## src/logic/sspr_defines.svh

```systemverilog
/*
 * Named constants of the serial register-access link: commands, status and
 * error codes, area bases, link timing and the controller's register map.
 * Assumes it is included by bare name from the design files.
 */
`ifndef SSPR_DEFINES_SVH
`define SSPR_DEFINES_SVH

// -----------------------------------------------------------------------
// Block layout and codes
// -----------------------------------------------------------------------
`define SSPR_BLK_LEN 3'd5
`define SSPR_BLK_EDGES 7'd80
`define SSPR_CMD_NOP 8'h00
`define SSPR_CMD_WR_LOW 8'h01
`define SSPR_CMD_WR_HIGH 8'h02
`define SSPR_ST_NONE 8'h00
`define SSPR_ST_OK 8'h01
`define SSPR_ST_FAIL 8'h02
`define SSPR_ERR_NONE 16'h0000
`define SSPR_ERR_CMD 16'h0001
`define SSPR_ERR_PROT 16'h0002
`define SSPR_ERR_SHORT 16'h0003
`define SSPR_CFG_BASE 16'h0000
`define SSPR_SSIN_BASE 16'h1001

// -----------------------------------------------------------------------
// Timing
// -----------------------------------------------------------------------
`define SSPR_SCLK_MAX_MHZ 20
`define SSPR_CLK_MHZ 50
`define SSPR_HS_MAX_MS 10
`define SSPR_HS_MAX_CYC (`SSPR_HS_MAX_MS * 1000 * `SSPR_CLK_MHZ)
`define SSPR_HALF_DIV_MIN ((`SSPR_CLK_MHZ + 2 * `SSPR_SCLK_MAX_MHZ - 1) / (2 * `SSPR_SCLK_MAX_MHZ))

// -----------------------------------------------------------------------
// Controller register map and fields
// -----------------------------------------------------------------------
`define SSPR_OFF_BLK0 8'h00
`define SSPR_OFF_BLK1 8'h04
`define SSPR_OFF_CTRL 8'h08
`define SSPR_OFF_REPLY0 8'h0c
`define SSPR_OFF_REPLY1 8'h10
`define SSPR_OFF_STAT 8'h14
`define SSPR_OFF_MASK 8'h18
`define SSPR_CTRL_START 0
`define SSPR_CTRL_CPOL 1
`define SSPR_CTRL_CPHA 2
`define SSPR_CTRL_BUSY 3
`define SSPR_IRQ_DONE 0
`define SSPR_IRQ_REFUSED 1
`define SSPR_IRQ_TIMEOUT 2
`define SSPR_IRQ_W 3
`define SSPR_RESP_OKAY 2'b00
`define SSPR_RESP_SLVERR 2'b10

`endif

```

## src/logic/sspr_pkg.sv

```systemverilog
/*
 * Types shared by both ends of the serial register-access link.
 * Assumes nothing of its surroundings.
 */
package sspr_pkg;
    typedef logic [7:0] sspr_byte_t;
    typedef logic [15:0] sspr_word_t;
    typedef enum logic [1:0] {
        DV_IDLE = 2'b00,
        DV_XFER = 2'b01,
        DV_EXEC = 2'b10
    } sspr_dev_state_t;
    typedef enum logic [1:0] {
        MS_IDLE = 2'b00,
        MS_WAITRDY = 2'b01,
        MS_SHIFT = 2'b10,
        MS_WAITEND = 2'b11
    } sspr_mst_state_t;
endpackage : sspr_pkg

```

## src/logic/sspr_link_if.sv

```systemverilog
/*
 * The five-wire link between the serial master and the register device.
 * Assumes the bench instantiates it once and binds both ends to it.
 */
`timescale 1ns/10ps
interface sspr_link_if;
    logic sclk;
    logic csel;
    logic mosi;
    logic miso;
    logic rdy;
    modport dev (input sclk, input csel, input mosi, output miso, output rdy);
    modport host (output sclk, output csel, output mosi, input miso, input rdy);
endinterface : sspr_link_if

```

## src/logic/sspr_master.sv

```systemverilog
/*
 * Serial master end of the register-access link, run by software over
 * AXI4-Lite: one block per start, handshake with the device, reply kept.
 * Assumes a single AXI4-Lite master and a device on the link interface.
 */
`timescale 1ns/10ps
`include "sspr_defines.svh"
module sspr_master #(
    parameter int HALF_DIV = 8,
    parameter int HS_TIMEOUT_CYC = `SSPR_HS_MAX_CYC
) (
    // Clock and reset
    input wire logic mclk,
    input wire logic sys_rst,
    // AXI4-Lite write
    input wire logic [7:0] awaddr,
    input wire logic awvalid,
    output logic awready,
    input wire logic [31:0] wdata,
    input wire logic [3:0] wstrb,
    input wire logic wvalid,
    output logic wready,
    output logic [1:0] bresp,
    output logic bvalid,
    input wire logic bready,
    // AXI4-Lite read
    input wire logic [7:0] araddr,
    input wire logic arvalid,
    output logic arready,
    output logic [31:0] rdata,
    output logic [1:0] rresp,
    output logic rvalid,
    input wire logic rready,
    // Interrupt
    output logic irq,
    // Serial link
    sspr_link_if.host lnk
);
    import sspr_pkg::*;

    sspr_mst_state_t state;
    logic rdyM, rdyS, misoM, misoS, csReg, sclkReg, mosiReg, cpolReg, cphaReg;
    logic [39:0] txSh, rxSh, reply;
    logic [31:0] blk0, blk1, wDat;
    logic [7:0] awA;
    logic [3:0] wStb;
    logic [`SSPR_IRQ_W-1:0] irqStat, irqMask;
    logic [6:0] edgeCnt;
    logic [15:0] divCnt;
    logic [31:0] hsCnt;

    // ---------------------------------------------------------------
    // Register decode
    // ---------------------------------------------------------------
    wire doWr = ~awready & ~wready & ~bvalid;
    wire [31:0] wMask = {{8{wStb[3]}}, {8{wStb[2]}}, {8{wStb[1]}}, {8{wStb[0]}}};
    wire wB0 = doWr & (awA == `SSPR_OFF_BLK0);
    wire wB1 = doWr & (awA == `SSPR_OFF_BLK1);
    wire wCt = doWr & (awA == `SSPR_OFF_CTRL) & wStb[0];
    wire wMk = doWr & (awA == `SSPR_OFF_MASK) & wStb[0];
    wire wHit = wB0 | wB1 | wMk | (doWr & (awA == `SSPR_OFF_CTRL));
    wire idle = state == MS_IDLE;
    wire startReq = wCt & wDat[`SSPR_CTRL_START];
    wire arTake = arvalid & arready;
    wire [31:0] ctrlView = (32'(~idle) << `SSPR_CTRL_BUSY)
        | (32'(cphaReg) << `SSPR_CTRL_CPHA) | (32'(cpolReg) << `SSPR_CTRL_CPOL);
    wire rHit = araddr == `SSPR_OFF_BLK0 || araddr == `SSPR_OFF_BLK1
        || araddr == `SSPR_OFF_CTRL || araddr == `SSPR_OFF_REPLY0
        || araddr == `SSPR_OFF_REPLY1 || araddr == `SSPR_OFF_STAT
        || araddr == `SSPR_OFF_MASK;
    wire [31:0] rdMux = (araddr == `SSPR_OFF_BLK0) ? blk0 :
        (araddr == `SSPR_OFF_BLK1) ? blk1 :
        (araddr == `SSPR_OFF_CTRL) ? ctrlView :
        (araddr == `SSPR_OFF_REPLY0) ? reply[39:8] :
        (araddr == `SSPR_OFF_REPLY1) ? {24'h000000, reply[7:0]} :
        (araddr == `SSPR_OFF_STAT) ? 32'(irqStat) :
        (araddr == `SSPR_OFF_MASK) ? 32'(irqMask) : 32'h00000000;

    // ---------------------------------------------------------------
    // Link timing
    // ---------------------------------------------------------------
    wire tick = divCnt == 16'(HALF_DIV - 1);
    wire hsOut = hsCnt == 32'(HS_TIMEOUT_CYC - 1);
    wire edgeNow = (state == MS_SHIFT) & tick & (edgeCnt != `SSPR_BLK_EDGES);
    wire sampleNow = edgeNow & (edgeCnt[0] == cphaReg);
    wire endNow = (state == MS_WAITEND) & ~rdyS;
    // The counter also runs during a frame, so only the two waits may report a timeout.
    wire hsWait = (state == MS_WAITRDY) | (state == MS_WAITEND);
    wire [`SSPR_IRQ_W-1:0] evSet = (`SSPR_IRQ_W'(endNow) << `SSPR_IRQ_DONE)
        | (`SSPR_IRQ_W'(startReq & ~idle) << `SSPR_IRQ_REFUSED)
        | (`SSPR_IRQ_W'(hsOut & hsWait) << `SSPR_IRQ_TIMEOUT);

    // ---------------------------------------------------------------
    // AXI4-Lite slave and interrupt
    // ---------------------------------------------------------------
    always_ff @(posedge mclk or posedge sys_rst)
    begin
        if (sys_rst)
        begin
            {awready, wready, arready} <= 3'b111;
            {bvalid, rvalid} <= 2'b00;
            {bresp, rresp} <= 4'h0;
            {awA, wStb, wDat, rdata} <= '0;
            blk0 <= 32'h00000000;
            blk1 <= 32'h00000000;
            {cpolReg, cphaReg, irq} <= 3'b000;
            irqStat <= '0;
            irqMask <= '0;
        end
        else
        begin
            if (awvalid & awready)
                {awready, awA} <= {1'b0, awaddr};
            if (wvalid & wready)
                {wready, wDat, wStb} <= {1'b0, wdata, wstrb};
            if (doWr)
                {bvalid, bresp} <= {1'b1, wHit ? `SSPR_RESP_OKAY : `SSPR_RESP_SLVERR};
            if (bvalid & bready)
                {bvalid, awready, wready} <= 3'b011;
            if (wB0)
                blk0 <= {8'h00, (blk0[23:0] & ~wMask[23:0]) | (wDat[23:0] & wMask[23:0])};
            if (wB1)
                blk1 <= {16'h0000, (blk1[15:0] & ~wMask[15:0]) | (wDat[15:0] & wMask[15:0])};
            if (wCt)
                {cphaReg, cpolReg} <= {wDat[`SSPR_CTRL_CPHA], wDat[`SSPR_CTRL_CPOL]};
            if (wMk)
                irqMask <= wDat[`SSPR_IRQ_W-1:0];
            if (arTake)
                {arready, rvalid, rdata} <= {2'b01, rdMux};
            if (arTake)
                rresp <= rHit ? `SSPR_RESP_OKAY : `SSPR_RESP_SLVERR;
            if (rvalid & rready)
                {rvalid, arready} <= 2'b01;
            // An event in the clearing read's cycle survives it.
            irqStat <= (irqStat & ~{`SSPR_IRQ_W{arTake & (araddr == `SSPR_OFF_STAT)}}) | evSet;
            irq <= |(irqStat & irqMask);
        end
    end

    // ---------------------------------------------------------------
    // Block sequencer
    // ---------------------------------------------------------------
    always_ff @(posedge mclk or posedge sys_rst)
    begin
        if (sys_rst)
        begin
            state <= MS_IDLE;
            {csReg, sclkReg, rdyM, rdyS, misoM, misoS} <= 6'h00;
            {divCnt, edgeCnt, hsCnt} <= '0;
        end
        else
        begin
            {rdyM, misoM} <= {lnk.rdy, lnk.miso};
            {rdyS, misoS} <= {rdyM, misoM};
            divCnt <= tick ? 16'h0000 : divCnt + 16'h0001;
            hsCnt <= hsCnt + 32'h1;
            case (state)
                MS_IDLE:
                begin
                    sclkReg <= cpolReg;
                    hsCnt <= 32'h0;
                    if (startReq)
                    begin
                        csReg <= 1'b1;
                        state <= MS_WAITRDY;
                    end
                end
                MS_WAITRDY:
                    if (rdyS)
                    begin
                        {divCnt, edgeCnt} <= {16'h0000, 7'h00};
                        state <= MS_SHIFT;
                    end
                    else if (hsOut)
                    begin
                        {csReg, hsCnt} <= {1'b0, 32'h0};
                        state <= MS_WAITEND;
                    end
                MS_SHIFT:
                    // select low after the last bit
                    if (tick & (edgeCnt == `SSPR_BLK_EDGES))
                    begin
                        {csReg, hsCnt} <= {1'b0, 32'h0};
                        state <= MS_WAITEND;
                    end
                    else if (edgeNow)
                    begin
                        sclkReg <= ~sclkReg;
                        edgeCnt <= edgeCnt + 7'h01;
                    end
                MS_WAITEND:
                    // wait for the device to finish
                    if (endNow | hsOut)
                        state <= MS_IDLE;
                default:
                    state <= MS_IDLE;
            endcase
        end
    end

    // ---------------------------------------------------------------
    // Data shifters
    // ---------------------------------------------------------------
    always_ff @(posedge mclk or posedge sys_rst)
    begin
        if (sys_rst)
            {txSh, rxSh, reply, mosiReg} <= '0;
        else if (idle & startReq)
            // command, address high first, data, mask
            txSh <= {blk0[7:0], blk0[23:8], blk1[7:0], blk1[15:8]};
        else if (((state == MS_WAITRDY) & rdyS & ~cphaReg) | (edgeNow & ~sampleNow))
            {mosiReg, txSh} <= {txSh[39], txSh[38:0], 1'b0};
        else if (sampleNow)
            rxSh <= {rxSh[38:0], misoS};
        else if (endNow)
            reply <= rxSh;
    end

    assign lnk.csel = csReg;
    assign lnk.sclk = sclkReg;
    assign lnk.mosi = mosiReg;
endmodule : sspr_master

```

## src/flat_wrapper.sv

```systemverilog
// flat-port wrapper written by rule: the top's interface ports become plain ports
module sspr_master_flat import sspr_pkg::*;
#(
    parameter int HALF_DIV = 8,
    parameter int HS_TIMEOUT_CYC = `SSPR_HS_MAX_CYC
)
  (mclk, sys_rst, awaddr, awvalid, awready, wdata, wstrb, wvalid, wready, bresp, bvalid, bready, araddr, arvalid, arready, rdata, rresp, rvalid, rready, irq, lnk_sclk, lnk_csel, lnk_mosi, lnk_miso, lnk_rdy);
  sspr_link_if lnk_i ();
  input wire logic mclk;
  input wire logic sys_rst;
  input wire logic [7:0] awaddr;
  input wire logic awvalid;
  output logic awready;
  input wire logic [31:0] wdata;
  input wire logic [3:0] wstrb;
  input wire logic wvalid;
  output logic wready;
  output logic [1:0] bresp;
  output logic bvalid;
  input wire logic bready;
  input wire logic [7:0] araddr;
  input wire logic arvalid;
  output logic arready;
  output logic [31:0] rdata;
  output logic [1:0] rresp;
  output logic rvalid;
  input wire logic rready;
  output logic irq;
  output wire logic [$bits(lnk_i.sclk)-1:0] lnk_sclk;
  output wire logic [$bits(lnk_i.csel)-1:0] lnk_csel;
  output wire logic [$bits(lnk_i.mosi)-1:0] lnk_mosi;
  input wire logic [$bits(lnk_i.miso)-1:0] lnk_miso;
  input wire logic [$bits(lnk_i.rdy)-1:0] lnk_rdy;
  assign lnk_sclk = lnk_i.sclk;
  assign lnk_csel = lnk_i.csel;
  assign lnk_mosi = lnk_i.mosi;
  assign lnk_i.miso = lnk_miso;
  assign lnk_i.rdy = lnk_rdy;
  sspr_master #(.HALF_DIV(HALF_DIV), .HS_TIMEOUT_CYC(HS_TIMEOUT_CYC)) u_core (.mclk(mclk), .sys_rst(sys_rst), .awaddr(awaddr), .awvalid(awvalid), .awready(awready), .wdata(wdata), .wstrb(wstrb), .wvalid(wvalid), .wready(wready), .bresp(bresp), .bvalid(bvalid), .bready(bready), .araddr(araddr), .arvalid(arvalid), .arready(arready), .rdata(rdata), .rresp(rresp), .rvalid(rvalid), .rready(rready), .irq(irq), .lnk(lnk_i));
endmodule
```

## config.mk

```make
export PLATFORM = sky130hd
export DESIGN_NAME = sspr_master_flat
export DESIGN_NICKNAME = d
export VERILOG_FILES = /design/src/logic/sspr_pkg.sv /design/src/logic/sspr_link_if.sv /design/src/logic/sspr_master.sv /design/src/flat_wrapper.sv
export VERILOG_INCLUDE_DIRS = /design/src /design/src/logic
export SDC_FILE = /design/constraint.sdc
export NUM_CORES = 1
export LEC_CHECK = 0
export ABC_CLOCK_PERIOD_IN_PS = 13060
export BUFFER_PORTS_ARGS = -buffer_cell sky130_fd_sc_hd__buf_2
export CAP_MARGIN = 0
export CELL_PAD_IN_SITES_DETAIL_PLACEMENT = 0
export CELL_PAD_IN_SITES_GLOBAL_PLACEMENT = 2
export CORE_MARGIN = 2
export CORE_UTILIZATION = 40
export DETAILED_ROUTE_END_ITERATION = 6
export PLACE_DENSITY_LB_ADDON = 0.1
export SKIP_LAST_GASP = 1
export SLEW_MARGIN = 40
export SYNTH_ARGS = -nofsm -noshare
export SYNTH_HDL_FRONTEND = slang
export SYNTH_SLANG_ARGS = --single-unit
```

## constraint.sdc

```tcl
create_clock -name mclk -period 13.06 [get_ports mclk]
set_input_delay 2.612 -clock mclk [delete_from_list [all_inputs] [get_ports mclk]]
set_output_delay 2.612 -clock mclk [all_outputs]
set_load 0.03 [all_outputs]
```

After elaboration in Yosys (flattened, before gate mapping)
Cells that the tools add are included.
Storage, ports and cells
  register bits: 309
  output and inout bits: 45
  input bits: 61
Cells by class
  mux-type cells: 46
  add/subtract/negate cells: 3
  reduce and logical (&&, ||, !) cells: 25
  bitwise gates (word level): 59
  eq/ne operators: 26
Operator list (count)
  $mux 32: 9
  $pmux 32 s3: 1
  $mux 40: 2
  $and 24x24->24: 2
  $mux 16: 3
  $add 32x1->32 const B: 1
  $and 16x16->16: 2
  $eq 32x19->1 const B: 1
  $eq 8x5->1 const B: 4
  $or 32x2->32: 1
  $or 32x3->32: 1
  $not 1->29: 1
  $and 1x1->1: 25
  $eq 8x4->1 const B: 3
  $not 24->24: 1
  $or 24x24->24: 1
  $mux 7: 3
  $add 16x1->16 const B: 1
  $eq 16x3->1 const B: 1
  $eq 8x3->1 const B: 2
  $logic_not 8->1: 2
  $mux 1: 16
  $not 16->16: 1
  $or 16x16->16: 1
  32 further kinds: 74

Longest topological paths before layout
  word-level depth: 10
  gate-level depth with buffers: 8
  mapped depth without buffers: 7

Worst setup path before layout
OpenSTA, ideal clock, no wires.
  kind: input port to flip-flop
  start: input port araddr[7]
  end: register u_core.rdata[6]
  stages: 6
  data arrival time: 4181 ps
  path slack: 8756 ps
  buffers on the path: 1
  data required time: 12938 ps
  cell sequence: or4_1 or3_1 clkbuf_1 or3_1 a21oi_1 o21ai_1
On the way
  longest elaborated chain between the ends: 6
  elaborated cells between the ends (all ways): 10
Ends and longest elaborated chain
  start: declaration: RTL line flat_wrapper.sv:21  | input wire logic [7:0] araddr;
  $eq 8x5->1 (no source line)
  $mux 32: RTL line sspr_master.sv:75  | (araddr == `SSPR_OFF_REPLY1) ? {24'h000000, reply[7:0]} :
  $mux 32: RTL line sspr_master.sv:74  | (araddr == `SSPR_OFF_REPLY0) ? reply[39:8] :
  $mux 32: RTL line sspr_master.sv:73  | (araddr == `SSPR_OFF_CTRL) ? ctrlView :
  $mux 32: RTL line sspr_master.sv:72  | (araddr == `SSPR_OFF_BLK1) ? blk1 :
  $mux 32 *: RTL line sspr_master.sv:71  | wire [31:0] rdMux = (araddr == `SSPR_OFF_BLK0) ? blk0 :
  end signal: assignment: RTL line sspr_master.sv:129  | {arready, rvalid, rdata} <= {2'b01, rdMux};
  end: declaration: RTL line sspr_master.sv:30  | output logic [31:0] rdata,
Mark *: on every way between the ends. The rest lies on a longest branch, timed or not.
A chain may end at the register's enable or synchronous reset.

Final worst setup path
  start: input port araddr[3]
  end: register u_core.rdata[3]
The elaborated chain is that of the path after synthesis.

==> impl_results.html <==
<table>
<tr><th>Metric</th><th>Value</th></tr>
<tr><th colspan="2">STA</th></tr>
<tr><td>Post-Route Skew</td><td>0.01522 ns</td></tr>
<tr><td>Achievable Freq</td><td>220.7 MHz</td></tr>
<tr><td>Post-Route Setup TNS</td><td>0 ns</td></tr>
<tr><td>Worst Hold Slack</td><td>0.3481 ns</td></tr>
<tr><td>Relative slew slack</td><td>50.56%</td></tr>
<tr><td>Setup violators final</td><td>0</td></tr>
<tr><td>Final hold violations</td><td>0</td></tr>
<tr><td>Setup repair after global routing missed its margin</td><td>no</td></tr>
<tr><td>Share of the clock period used by the worst path after layout</td><td>34.70%</td></tr>
<tr><td>Number of max-slew violations in the final report</td><td>0</td></tr>
<tr><td>Measured slew at the worst slew-check pin</td><td>0.7417 ns</td></tr>
<tr><td>Final min period</td><td>4.532 ns</td></tr>
<tr><th colspan="2">Worst setup path</th></tr>
<tr><td>Start point of the critical path</td><td>araddr[3]</td></tr>
<tr><td>Series of cell instances along the critical path</td><td>buf_2 &gt; buf_4 &gt; inv_1 &gt; or4_1 &gt; o32ai_1 &gt; a21oi_1</td></tr>
<tr><td>Data arrival time of the worst path</td><td>4.91 ns</td></tr>
<tr><td>Critical R2R Launch</td><td>u_core.edgeCnt[0]$_DFFE_PP0P_</td></tr>
<tr><td>CP peak stage delay</td><td>0.84 ns</td></tr>
<tr><td>FF-to-FF setup slack</td><td>10.20 ns</td></tr>
<tr><td>CP Max Fanout</td><td>44</td></tr>
<tr><td>Sum of buffers and inverters on the critical path</td><td>3</td></tr>
<tr><td>Startpoint class of the critical path</td><td>input port</td></tr>
<tr><td>Crit. End Element</td><td>flop</td></tr>
<tr><td>Family of cells with the greatest summed delay on the critical path</td><td>buffers and inverters</td></tr>
<tr><td>Critical-path cell with the highest stage delay</td><td>or4_1</td></tr>
<tr><td>Required time worst endpoint</td><td>13.44 ns</td></tr>
<tr><td>Type of the setup path with the least slack</td><td>input port to flop</td></tr>
<tr><th colspan="2">Job</th></tr>
<tr><td>Maximum capacitance violations</td><td>0</td></tr>
<tr><th colspan="2">Clocking</th></tr>
<tr><td>Number of hold buffers added after cts</td><td>0</td></tr>
<tr><td>Clk slew on worst S/H paths</td><td>0.06 ns</td></tr>
<tr><td>Sink count of the clock tree</td><td>307</td></tr>
<tr><td>Count of H-tree levels built during CTS</td><td>2</td></tr>
<tr><td>Clock Tree Root</td><td>clkbuf_16</td></tr>
<tr><td>Total clock buffers created by CTS</td><td>36</td></tr>
<tr><td>Resize count post-CTS</td><td>0</td></tr>
<tr><td>Maximum root-to-sink buffer count</td><td>3</td></tr>
<tr><td>CTS tree</td><td>done</td></tr>
<tr><td>Post-CTS setup buffer count</td><td>0</td></tr>
<tr><td>Latest clock arrival within the worst-skew pair</td><td>0.52 ns</td></tr>
<tr><th colspan="2">GRT</th></tr>
<tr><td>Via count of the first global-routing pass</td><td>8944</td></tr>
<tr><td>All-Layer GR Usage</td><td>18.15%</td></tr>
<tr><td>Maximum number of pins on one net before global-route repair</td><td>127</td></tr>
<tr><td>Initial antenna violation count</td><td>0</td></tr>
<tr><td>Wire length of the first global-routing pass</td><td>51510 um</td></tr>
<tr><td>Total grt overflow</td><td>0</td></tr>
<tr><th colspan="2">Status</th></tr>
<tr><td>Status</td><td>finished clean</td></tr>
<tr><th colspan="2">Yosys</th></tr>
<tr><td>Synthesized flop and latch total</td><td>307</td></tr>
<tr><td>Count of mapped cells out of synthesis</td><td>1166</td></tr>
<tr><td>Netlist cell types</td><td>65</td></tr>
<tr><td>Mapped cell area</td><td>13650 um^2</td></tr>
<tr><td>Synth area leaders</td><td>dfrtp_1, mux2_2, mux2_1</td></tr>
<tr><td>Most frequent cell after synthesis</td><td>dfrtp_1</td></tr>
<tr><td>Top cell type's share of synthesized area</td><td>55.75%</td></tr>
<tr><td>Number of warnings reported in the yosys synthesis log</td><td>0</td></tr>
<tr><td>Part of the Yosys area used for sequential elements</td><td>56.33%</td></tr>
<tr><td>Async set-reset flop share out of synthesis</td><td>100.0%</td></tr>
<tr><td>Post-synth top area cell</td><td>dfrtp_1</td></tr>
<tr><td>Commonest cells in the netlist</td><td>dfrtp_1, nand2_1, nor2_1</td></tr>
<tr><td>Primary FF master, synth</td><td>dfrtp_1</td></tr>
<tr><td>Post-synthesis average cell area</td><td>11.70 um^2</td></tr>
<tr><td>Number of flops mapped to enable cells by yosys</td><td>0</td></tr>
<tr><th colspan="2">Power and ir drop</th></tr>
<tr><td>Total power per unit cell area</td><td>171.2 nW/um^2</td></tr>
<tr><td>Largest vdd supply drop</td><td>76.18 uV</td></tr>
<tr><td>P_leak</td><td>7.651 nW</td></tr>
<tr><td>Overall Power</td><td>0.002705 W</td></tr>
<tr><th colspan="2">Die</th></tr>
<tr><td>Io pins</td><td>106</td></tr>
<tr><td>Area of the die</td><td>35610 um^2</td></tr>
<tr><td>Core Rows</td><td>67</td></tr>
<tr><td>Die X-Extent</td><td>188.7 um</td></tr>
<tr><td>Core Area</td><td>33530 um^2</td></tr>
<tr><td>Height of the die</td><td>188.7 um</td></tr>
<tr><td>Starting density of the core</td><td>40.69%</td></tr>
<tr><th colspan="2">Placement</th></tr>
<tr><td>Routability congestion estimate</td><td>0.7487</td></tr>
<tr><td>Number of port buffers</td><td>94</td></tr>
<tr><td>Post-detail-place hpwl</td><td>20520 um</td></tr>
<tr><td>Cell area after placement</td><td>14620 um^2</td></tr>
<tr><th colspan="2">Routing</th></tr>
<tr><td>Wire length per cell</td><td>18.31 um</td></tr>
<tr><td>Met2 wire length</td><td>13500 um</td></tr>
<tr><td>Via count</td><td>8915</td></tr>
<tr><td>Pre-antenna DRT Iters</td><td>5</td></tr>
<tr><td>DRC viols</td><td>0</td></tr>
<tr><td>Count of routing violations after the opening detailed-route iteration</td><td>360</td></tr>
<tr><td>Antenna viol nets, final</td><td>0</td></tr>
<tr><td>Routed Wire Length</td><td>31630 um</td></tr>
<tr><td>Top layer reached by signal wires</td><td>met4</td></tr>
<tr><td>Metal3 WL</td><td>1117 um</td></tr>
<tr><td>Routed via count divided by cell count</td><td>5.159</td></tr>
<tr><td>Metal-1 WL</td><td>16500 um</td></tr>
<tr><th colspan="2">Layout</th></tr>
<tr><td>Fraction of layout cells with a size suffix above 1</td><td>20.70%</td></tr>
<tr><td>Final design utilization</td><td>47.10%</td></tr>
<tr><td>Layout overhead on the synthesized area</td><td>15.75%</td></tr>
<tr><td>Post-Layout Inst Area</td><td>15800 um^2</td></tr>
<tr><td>Total inserted antenna cells</td><td>0</td></tr>
<tr><td>Layout Nets</td><td>1324</td></tr>
<tr><th colspan="2">Min path</th></tr>
<tr><td>Min-delay src</td><td>u_core.rdyM$_DFF_PP0_</td></tr>
<tr><td>Class of the most critical hold timing path</td><td>flop to flop</td></tr>
</table>
## worst paths after layout
| path | cells past startpoint | end |
|---|---|---|
| worst max-delay path | 6 | u_core.rdata[3]$_DFFE_PP0P_ |
| worst max register to register | 8 | u_core.reply[19]$_DFFE_PP0P_ |
| worst min register to register | 0 | u_core.rdyS$_DFF_PP0_ |
| worst min-delay path | 0 | u_core.rdyS$_DFF_PP0_ |
| min in group asynchronous | 2 | u_core.hsCnt[2]$_DFF_PP0_ |
| max in group asynchronous | 4 | u_core.wready$_DFFE_PP1P_ |
## routing by layer
| metal | track usage (%) | vias to the layer above |
|---|---|---|
| met4 | 4.147 | 0 |
| met2 | 26.54 | 129 |
| li1 | - | 4302 |
| met3 | 2.924 | 44 |
| met5 | 0 | - |
| met1 | 28.12 | 4440 |
## cell usage in the layout (no fill, tap or decap), types with 10 or more instances in the layout
cell	n
nor4_1	16
a21oi_1	57
mux2i_1	50
clkbuf_16	37
nor3_1	18
nand4_1	15
and3_1	13
dfrtp_1	304
inv_1	21
xnor2_1	31
mux2_1	80
o31ai_1	13
nor2_1	101
and4_1	10
buf_4	11
o21ai_0	18
nand2_1	110
xor2_1	18
mux2_2	83
nor2b_1	17
o2111ai_1	17
buf_2	94
nand3_1	21
## final cells by class
cell class / instances / area [um^2]
Clock buffer: 53 / 1056
Clock inverter: 11 / 115.1
Fill cell: 3182 / 17740
Inverter: 22 / 95.09
Multi-Input combinational cell: 778 / 5643
Sequential cell: 307 / 7686
Tap cell: 448 / 560.5
Timing Repair Buffer: 109 / 639.4
## stage by stage
step	cells	worst slack (ns)
floorplan	1167	1.965
global placement	1662	8.008
detailed placement	1664	7.996
CTS	1728	8.557
global route	1728	8.387
finish	1728	8.528
## power breakdown
part           switching, W  total [W]  internal (W)
sequential         0.000119    0.00121       0.00109
combinational      0.000292   0.000503      0.000211
clock              0.000391   0.000992      0.000600
total              0.000802    0.00270       0.00190
## kinds of logic (layout without fill, tap and decap cells)
family                     Yosys count  after routing  synth area share, %
and+or+nand+nor                    366            366                13.21
DFF                                307            307                56.33
muxes                              213            213                17.12
AOI/OAI and AO/OA                  139            139                6.767
buffers and inverters               82            195                2.577
xor gates and xnor gates            49             49                3.145
adders and majority gates            9              9               0.8252
other                                1              2              0.02748
(Power assumes the default switching activity.)
